### src/hac_pkg.sv
package hac_pkg;
  // register map and field layout of the second allocator control register
  localparam logic [7:0] HAC_CTRL2_IDX     = 8'h51;
  localparam logic [9:0] HAC_CTRL2_ADDR    = {HAC_CTRL2_IDX, 2'b00};
  localparam logic [7:0] HAC_CTRL2_RESET   = 8'h00;
  localparam int         HAC_BIT_RX_EOP    = 7;
  localparam int         HAC_BIT_RESEND_GO_AHEAD_REQ     = 6;
  localparam int         HAC_BIT_TX_EOP    = 5;
  localparam int         HAC_BIT_FIXED_EN  = 4;
  localparam int         HAC_CHAN_MSB      = 3;
  localparam int         HAC_CHAN_W        = 4;
  localparam int         HAC_SLOT_W        = 5;
  localparam int         HAC_ADDR_W        = 12;
  // upper half of the 32 slots of serial_in_stream_one
  localparam logic [4:0] HAC_UPPER_BASE    = 5'h10;
  localparam logic [31:0] HAC_ZERO_WORD    = 32'h0000_0000;
  localparam logic [3:0]  HAC_CHAN_RESET   = 4'h0;

  // word compare of the apb address, byte offset bits ignored
  function automatic logic hac_hit(input logic [11:0] addr, input logic [9:0] target);
    hac_hit = (addr[11:2] == {2'b00, target[9:2]});
  endfunction : hac_hit
endpackage : hac_pkg

### src/hac_slot_map.sv
`timescale 1ns/1ps
module hac_slot_map
  import hac_pkg::*;
(
  // clock and reset
  input  wire logic                  clk,
  input  wire logic                  reset,
  // selection inputs
  input  wire logic [hac_pkg::HAC_CHAN_W-1:0] channel,
  input  wire logic                  control_first_order,
  // mapped timeslot
  output logic [hac_pkg::HAC_SLOT_W-1:0]      slot
);
  typedef struct packed {
    logic [HAC_SLOT_W-1:0] slot;
  } hac_map_s;

  hac_map_s st;
  hac_map_s next_st;

  // upper half when control precedes data
  always_comb
  begin
    next_st      = st;
    next_st.slot = control_first_order ? (HAC_UPPER_BASE | {1'b0, channel}) : {1'b0, channel};
  end

  always_ff @(posedge clk)
  begin
    if (reset)
      st <= '0;
    else
      st <= next_st;
  end

  assign slot = st.slot;
endmodule : hac_slot_map

### src/hac_ctrl2.sv
`timescale 1ns/1ps
// Function
// - eight-bit read/write control register at 0x51, all bits reset to zero
// - bit 7 requests receive packet end; clears once receiver consumes it
// - software receive packet end behaves exactly like hardware packet end
// - bit 6 resends go-ahead with normal timing, then clears itself
// - go-ahead resend honoured only while receiver active, else dropped and cleared
// - bit 5 requests transmit packet end like hardware; clears when consumed
// - bit 4 fixes receive channel, stops go-ahead, ignores auto-hunt flags
// - fixed receive mode holds channel-selected and receiver-active status high
// - bit 4 low uses normal reception with auto-hunt channel choice
// - fixed or preset select makes bits 3-0 choose the receive channel
// - channel picks first or last 16 slots of stream one by ordering bit
// - preset select keeps go-ahead and unforced status; software flag drives receiver
// - ordering bit one puts data channels in slots 16 to 31
module hac_ctrl2
  import hac_pkg::*;
(
  // clock and reset
  input  wire logic                        clk,
  input  wire logic                        reset,
  // apb slave
  input  wire logic                        psel,
  input  wire logic                        penable,
  input  wire logic                        pwrite,
  input  wire logic [hac_pkg::HAC_ADDR_W-1:0] paddr,
  input  wire logic [31:0]                 pwdata,
  output logic      [31:0]                 prdata,
  output logic                             pready,
  output logic                             pslverr,
  // settings from the first control register
  input  wire logic                        preset_rx_select,
  input  wire logic                        control_first_order,
  input  wire logic                        sw_flag_inject,
  // receive side events and state
  input  wire logic                        hw_rx_packet_end,
  input  wire logic                        rx_eop_taken,
  input  wire logic                        go_ahead_taken,
  input  wire logic                        rx_running,
  input  wire logic                        rx_chan_hunted,
  input  wire logic [hac_pkg::HAC_CHAN_W-1:0] hunt_channel,
  input  wire logic                        hunt_flag,
  input  wire logic                        hunt_go_ahead,
  // transmit side events
  input  wire logic                        hw_tx_packet_end,
  input  wire logic                        tx_eop_taken,
  // outputs toward receive and transmit logic
  output logic                             rx_packet_end,
  output logic                             tx_packet_end,
  output logic                             rx_flag,
  output logic                             go_ahead_req,
  output logic [hac_pkg::HAC_SLOT_W-1:0]   rx_slot,
  output logic                             rx_channel_selected,
  output logic                             rx_active_flag
);
  typedef struct packed {
    logic                  sw_rx_packet_end_req;
    logic                  resend_go_ahead_req;
    logic                  sw_tx_packet_end_req;
    logic                  fixed_rx_select_en;
    logic [HAC_CHAN_W-1:0] fixed_rx_channel;
    logic [31:0]           prdata;
    logic                  pready;
    logic                  pslverr;
    logic                  rx_packet_end;
    logic                  tx_packet_end;
    logic                  rx_flag;
    logic                  go_ahead_req;
    logic                  rx_channel_selected;
    logic                  rx_active_flag;
  } hac_state_s;

  hac_state_s st;
  hac_state_s next_st;

  logic [HAC_CHAN_W-1:0] chan_mux;
  logic                  override;
  logic                  access;
  logic                  hit;
  logic                  wr_any;

  // register image as software sees it, shared by the read path and its checks
  function automatic logic [7:0] hac_ctrl_word(input hac_state_s s);
    hac_ctrl_word = {s.sw_rx_packet_end_req, s.resend_go_ahead_req,
                     s.sw_tx_packet_end_req, s.fixed_rx_select_en,
                     s.fixed_rx_channel};
  endfunction : hac_ctrl_word

  // any write access, mapped or not; lets the checks skip the set-wins cycle
  assign wr_any   = psel & penable & pwrite & ~st.pready;
  assign override = st.fixed_rx_select_en | preset_rx_select;
  assign chan_mux = override ? st.fixed_rx_channel : hunt_channel;
  assign access   = psel & penable & ~st.pready;
  assign hit      = hac_hit(paddr, HAC_CTRL2_ADDR);

  // timeslot mapping kept in its own leaf, one cycle of latency
  hac_slot_map u_slot_map (
    .clk                 (clk),
    .reset               (reset),
    .channel             (chan_mux),
    .control_first_order (control_first_order),
    .slot                (rx_slot)
  );

  // register file, request consumption and outward strobes
  always_comb
  begin
    next_st         = st;
    next_st.pready  = 1'b0;
    next_st.pslverr = 1'b0;
    // consumption clears first so a fresh write in the same cycle wins
    if (rx_eop_taken)
      next_st.sw_rx_packet_end_req = 1'b0;
    if (tx_eop_taken)
      next_st.sw_tx_packet_end_req = 1'b0;
    if (go_ahead_taken || !(rx_running || st.fixed_rx_select_en) || st.fixed_rx_select_en)
      next_st.resend_go_ahead_req = 1'b0;
    // one wait state: answer lands on the second access edge
    if (access)
    begin
      next_st.pready  = 1'b1;
      next_st.pslverr = ~hit;
      next_st.prdata  = HAC_ZERO_WORD;
      if (hit && pwrite)
      begin
        next_st.sw_rx_packet_end_req = pwdata[HAC_BIT_RX_EOP];
        next_st.resend_go_ahead_req  = pwdata[HAC_BIT_RESEND_GO_AHEAD_REQ];
        next_st.sw_tx_packet_end_req = pwdata[HAC_BIT_TX_EOP];
        next_st.fixed_rx_select_en   = pwdata[HAC_BIT_FIXED_EN];
        next_st.fixed_rx_channel     = pwdata[HAC_CHAN_MSB:0];
      end
      else if (hit)
        next_st.prdata[7:0] = hac_ctrl_word(st);
    end
    // software requests merge with hardware indications on the same path
    next_st.rx_packet_end = hw_rx_packet_end | st.sw_rx_packet_end_req;
    next_st.tx_packet_end = hw_tx_packet_end | st.sw_tx_packet_end_req;
    // hunt flags dropped in fixed mode; software flag still reaches receiver
    next_st.rx_flag = (hunt_flag & ~st.fixed_rx_select_en) | sw_flag_inject;
    // go-ahead silenced in fixed mode, kept in preset mode
    next_st.go_ahead_req = ~st.fixed_rx_select_en &
                           (hunt_go_ahead | (st.resend_go_ahead_req & rx_running));
    next_st.rx_channel_selected = st.fixed_rx_select_en | rx_chan_hunted;
    next_st.rx_active_flag      = st.fixed_rx_select_en | rx_running;
  end

  always_ff @(posedge clk)
  begin
    if (reset)
    begin
      st                  <= '0;
      st.fixed_rx_channel <= HAC_CHAN_RESET;
    end
    else
      st <= next_st;
  end

  // outputs straight from state
  assign prdata              = st.prdata;
  assign pready              = st.pready;
  assign pslverr             = st.pslverr;
  assign rx_packet_end       = st.rx_packet_end;
  assign tx_packet_end       = st.tx_packet_end;
  assign rx_flag             = st.rx_flag;
  assign go_ahead_req        = st.go_ahead_req;
  assign rx_channel_selected = st.rx_channel_selected;
  assign rx_active_flag      = st.rx_active_flag;
endmodule : hac_ctrl2

### config.mk
export PLATFORM = sky130hd
export DESIGN_NAME = hac_ctrl2
export DESIGN_NICKNAME = d
export VERILOG_FILES = /design/src/hac_pkg.sv /design/src/hac_slot_map.sv /design/src/hac_ctrl2.sv
export SDC_FILE = /design/constraint.sdc
export NUM_CORES = 1
export LEC_CHECK = 0
export BUFFER_PORTS_ARGS = -buffer_cell sky130_fd_sc_hd__buf_2
export CAP_MARGIN = 10
export CORE_ASPECT_RATIO = 1.75
export CORE_MARGIN = 2
export CORE_UTILIZATION = 25
export CTS_CLUSTER_DIAMETER = 150
export DETAILED_ROUTE_END_ITERATION = 8
export MAX_ROUTING_LAYER = met4
export PLACE_DENSITY_LB_ADDON = 0.2
export SYNTH_ARGS = -nofsm -noshare
export SYNTH_HDL_FRONTEND = slang
export SYNTH_SLANG_ARGS = --single-unit
### constraint.sdc
create_clock -name clk -period 1.8 [get_ports clk]
set_clock_uncertainty 0.05 [all_clocks]
set_input_delay 0.36 -clock clk [delete_from_list [all_inputs] [get_ports clk]]
set_output_delay 0.36 -clock clk [all_outputs]
set_load 0.01 [all_outputs]
==> results.txt <==
- For the finished layout, the period the worst path requires is between 1.5 and 2 ns.
- Counting both buffers and inverters, the worst setup path holds a total of 2.
* Post-Place Cell Area: 1628 µm²
- Hpwl dp: between 2000 and 2500 µm
- CTS saw 29 sinks.
- In this run the remaining antenna-violating nets after routing total 0.
- For this run, the number of standard cells in the final layout without fillers is ~270.
- The critical path starts at paddr[7].
* Unrepaired setup endpoints after global routing: false
- For this block, the via count after detailed routing is 1,068.
- After synthesis, the largest family of logic cells by area is simple AND/OR/NAND/NOR gates.
* TritonCTS clock tree: done
- Fraction of the mapped netlist area in compound gates: under 10%
* Total met2 wirelength after detailed routing: approximately 1500 µm
- Worst slew margin relative to its limit: 43.52%
* Max-capacitance violation count: 0
* Synthesized instance count: ~140
* Final critical-path setup slack: about 0.23 ns
- Core box area: 5299 µm²
- At the worst endpoint, the arrival time is approximately 1.7 ns.
- Number of buffers on the longest clock path: 2
* Total instance count after detailed placement: 265
- The cell family contributing the most delay on the critical path is simple AND/OR/NAND/NOR gates.
- Residual DRC: 0
- Total power draw: ~1.3 mW
- In the final routed layout, each cell accounts on average for between 10 and 15 µm.
- The number of hold buffers added after CTS was 0.
- Peak per-stage delay on the critical path: approximately 0.58 ns
* Worst vdd rail ir drop: approximately 0.24 mV
- On the final layout, the worst hold slack is between 0.2 and 0.25 ns.
- For this design the top-level I/O count stands at 110.
* HP Class: input port to flip-flop
* Leakage dissipation: around 0.8 nW
* Horizontal extent of the die: 60.27 µm
- Setup violations remaining at the end of the flow were counted as 0.
- After routing, the total negative slack on setup checks comes to 0 ns.
- Critical R2R Launch: pready
* Standard-cell rows: 35
- Post-CTS setup buffer count: 0
* Area used by multi-input combinational logic: between 600 and 700 µm²
* Count of instances resized after the clock tree is built: 0
* Antenna fix cells: 0
- Critical path capture point type: flip-flop
- Port buffering added just under 60 buffers.
- Final hold viol count: 0
* Stages on worst setup path: 5
* Critical path startpoint category: input port
* Post-route fraction of the period consumed by the critical path: about 87%
- Dividing the detail-routed via count by the number of cells gives about 3.9.
- Dividing total power by cell area gives a power density of about 770 nW/µm².
* Die ar.: between 6000 and 7000 µm²
- The pre-antenna-repair detailed-routing pass consisted of 4 iterations.
* Seq. cell area: slightly below 600 µm²
- Across all register-to-register paths, the minimum setup slack is 0.39 ns.
- The die is ~100 µm tall.
- DP Worst Slack: -0.06613 ns
- In this run the critical register-to-register path is captured at prdata[5].
- For the pin with the worst max-slew slack, the measured transition is between 0.8 and 0.9 ns.
- Final design area excluding fillers: 1710 µm²
- Yosys printed 0 warnings.
* Xor and xnor fraction of the mapped netlist area: 0%
- Data on the critical path is required at its endpoint by between 1.5 and 2 ns.
- For this block, the routed nets add up to 2930 µm of wire.
* Max Transition Viols Final: 0
* Post-layout net count: ~260
- Later-pin clock latency in the skew report: 0.27 ns
* Fraction of the yosys area taken by sequential cells: 41.92%
* End of the critical path: st[41]
- Summed instance area of the synthesized netlist: approximately 1400 µm²
- Final Util: roughly 32%
* TritonCTS Buffers: 5
- Measured against the total synthesized area, the mux share comes to 5.781%.
* Synthesized-area fraction occupied by and/or/nand/nor cells: ~22%
- The tree is rooted in a clkbuf_8.
* Antenna violations before repair: 0
- Proportion of layout cells with a drive suffix above 1: 42.71%
- Global Route Usage Sum: between 9 and 10%
- Entering global routing, the biggest net connects 24 pins.
* # fillers: 582
* Run status: finished, final reports clean
* Routability congestion estimate from global placement: 0.6826
* 1st-iter DRT viols: 21
- Area overhead of the layout relative to synthesis: 23.49%
- CTS built an H-tree with a depth of 2.
* Startpoint-to-endpoint class of the critical path: input port to flip-flop
- After global routing the overflow that remains totals 0.
- Sequence of cells on the critical path: buf_2 > or4bb_4 > nor4_4 > buf_12 > mux2i_1
- Routed length on met3: 231 µm
- Clock edge transition at the registers on the reported setup and hold paths: approximately 0.060 ns
- The number of global-route vias before repair is 950.
* Routed met1 length: 1154 µm
- Counting cells, the worst reg-to-reg path comes to 3.
- Effective utilization at floorplan: a little over a quarter
- For this design, the slowest cell found on the critical path is or4bb_4.
* Synthesis-stage register bit count: 29
* First-pass GRT wire length: about 4500 µm
* Average footprint of a synthesized cell: between 9 and 10 µm²
- Top Layer Used: met4
- Maximum frequency from static timing analysis: ~640 MHz
- In this run, distinct cell masters in the synthesized netlist total 27.
* Crit Path Max Fanout: 8
- Area share of fa/ha/maj cells after synthesis: 0%
[registers in the layout, indices dropped and copies added, names as in the netlist]
register             flops
go_ahead_req             1
prdata                   8
pready                   1
pslverr                  1
rx_active_flag           1
rx_channel_selected      1
rx_flag                  1
rx_packet_end            1
st                       8
tx_packet_end            1
u_slot_map.slot          5
[cells in the mapped netlist, drive strengths merged]
library cell | count | share of area, %
nand4bb | 1 | 0.81
nor4 | 2 | 3.1
or4 | 2 | 1.4
inv | 3 | 0.81
nand4b | 1 | 0.63
or3b | 1 | 0.63
or4bb | 1 | 1.1
o21ai | 4 | 1.4
clkbuf | 2 | 0.54
nand2b | 13 | 7.1
a31oi | 1 | 0.45
mux2i | 8 | 5.8
buf | 34 | 19
a21oi | 6 | 2.2
a22o | 8 | 5.1
dfxtp | 29 | 42
nor3 | 2 | 0.72
nor2b | 1 | 0.45
nand2 | 7 | 1.9
nor2 | 13 | 3.9
conb | 1 | 0.27
or2b | 1 | 0.63
[cells in the final DEF, fill, tap and decap left out, drive strengths merged]
master   synthesis  final
a21oi            6      6
a22o             8      8
a31oi            1      1
buf             34     63
clkbuf           2      6
clkinv           0      2
conb             1     24
dfxtp           29     29
inv              3      3
mux2i            8      8
nand2            7      7
nand2b          13     13
nand4b           1      1
nand4bb          1      1
nor2            13     13
nor2b            1      1
nor3             2      2
nor4             2      2
o21ai            4      4
or2b             1      1
or3b             1      1
or4              2      2
or4bb            1      1
[power by group]
part	internal, mW	switching, mW	leakage (nW)
Combinational	0.0617	0.0796	0.532
Clock	0.267	0.246	0.0450
Sequential	0.656	0.00310	0.236
Total	0.985	0.329	0.813
[layer usage]
metal  vias to the layer above  GRT usage (%)
li1                        528              -
met1                       476          10.49
met2                        59          17.22
met3                         5          2.405
met4                         0          4.103
met5                         -              -
[worst min path at each step]
| stage | startpoint | end | slack (ns) | cells past startpoint |
|---|---|---|---|---|
| finish | sw_flag_inject | rx_flag | 0.24 | 3 |
| CTS | control_first_order | u_slot_map.slot[4] | 0.23 | 2 |
| global route | hw_tx_packet_end | tx_packet_end | 0.25 | 3 |
| detailed placement | prdata[2] | prdata[2] | 0.41 | 1 |
| floorplan | st[45] | st[45] | 0.40 | 2 |
| global placement | prdata[5] | prdata[5] | 0.41 | 1 |
[cell families (layout without fill, tap and decap cells)]
kind of cell | Yosys count | after routing
AOI/OAI and AO/OA | 19 | 19
DFF | 29 | 29
other | 1 | 24
buffers and inverters | 39 | 74
and+or+nand+nor | 45 | 45
muxes | 8 | 8
[worst reg2reg max path, stage by stage, from the launching register on]
cell     delay [ns]
dfxtp_1        0.36
inv_1          0.05
a31oi_1        0.64
a22o_1         0.25
[area by class of cell]
type | count | share of cell area, %
Inverter | 3 | 0.6584
Clock inverter | 2 | 0.5852
Clock buffer | 6 | 4.243
Tap cell | 74 | 5.413
Sequential cell | 29 | 33.94
Timing Repair Buffer | 63 | 19.75
Multi-Input combinational cell | 96 | 35.41
Note: power is estimated with default switching activity, not from simulation.
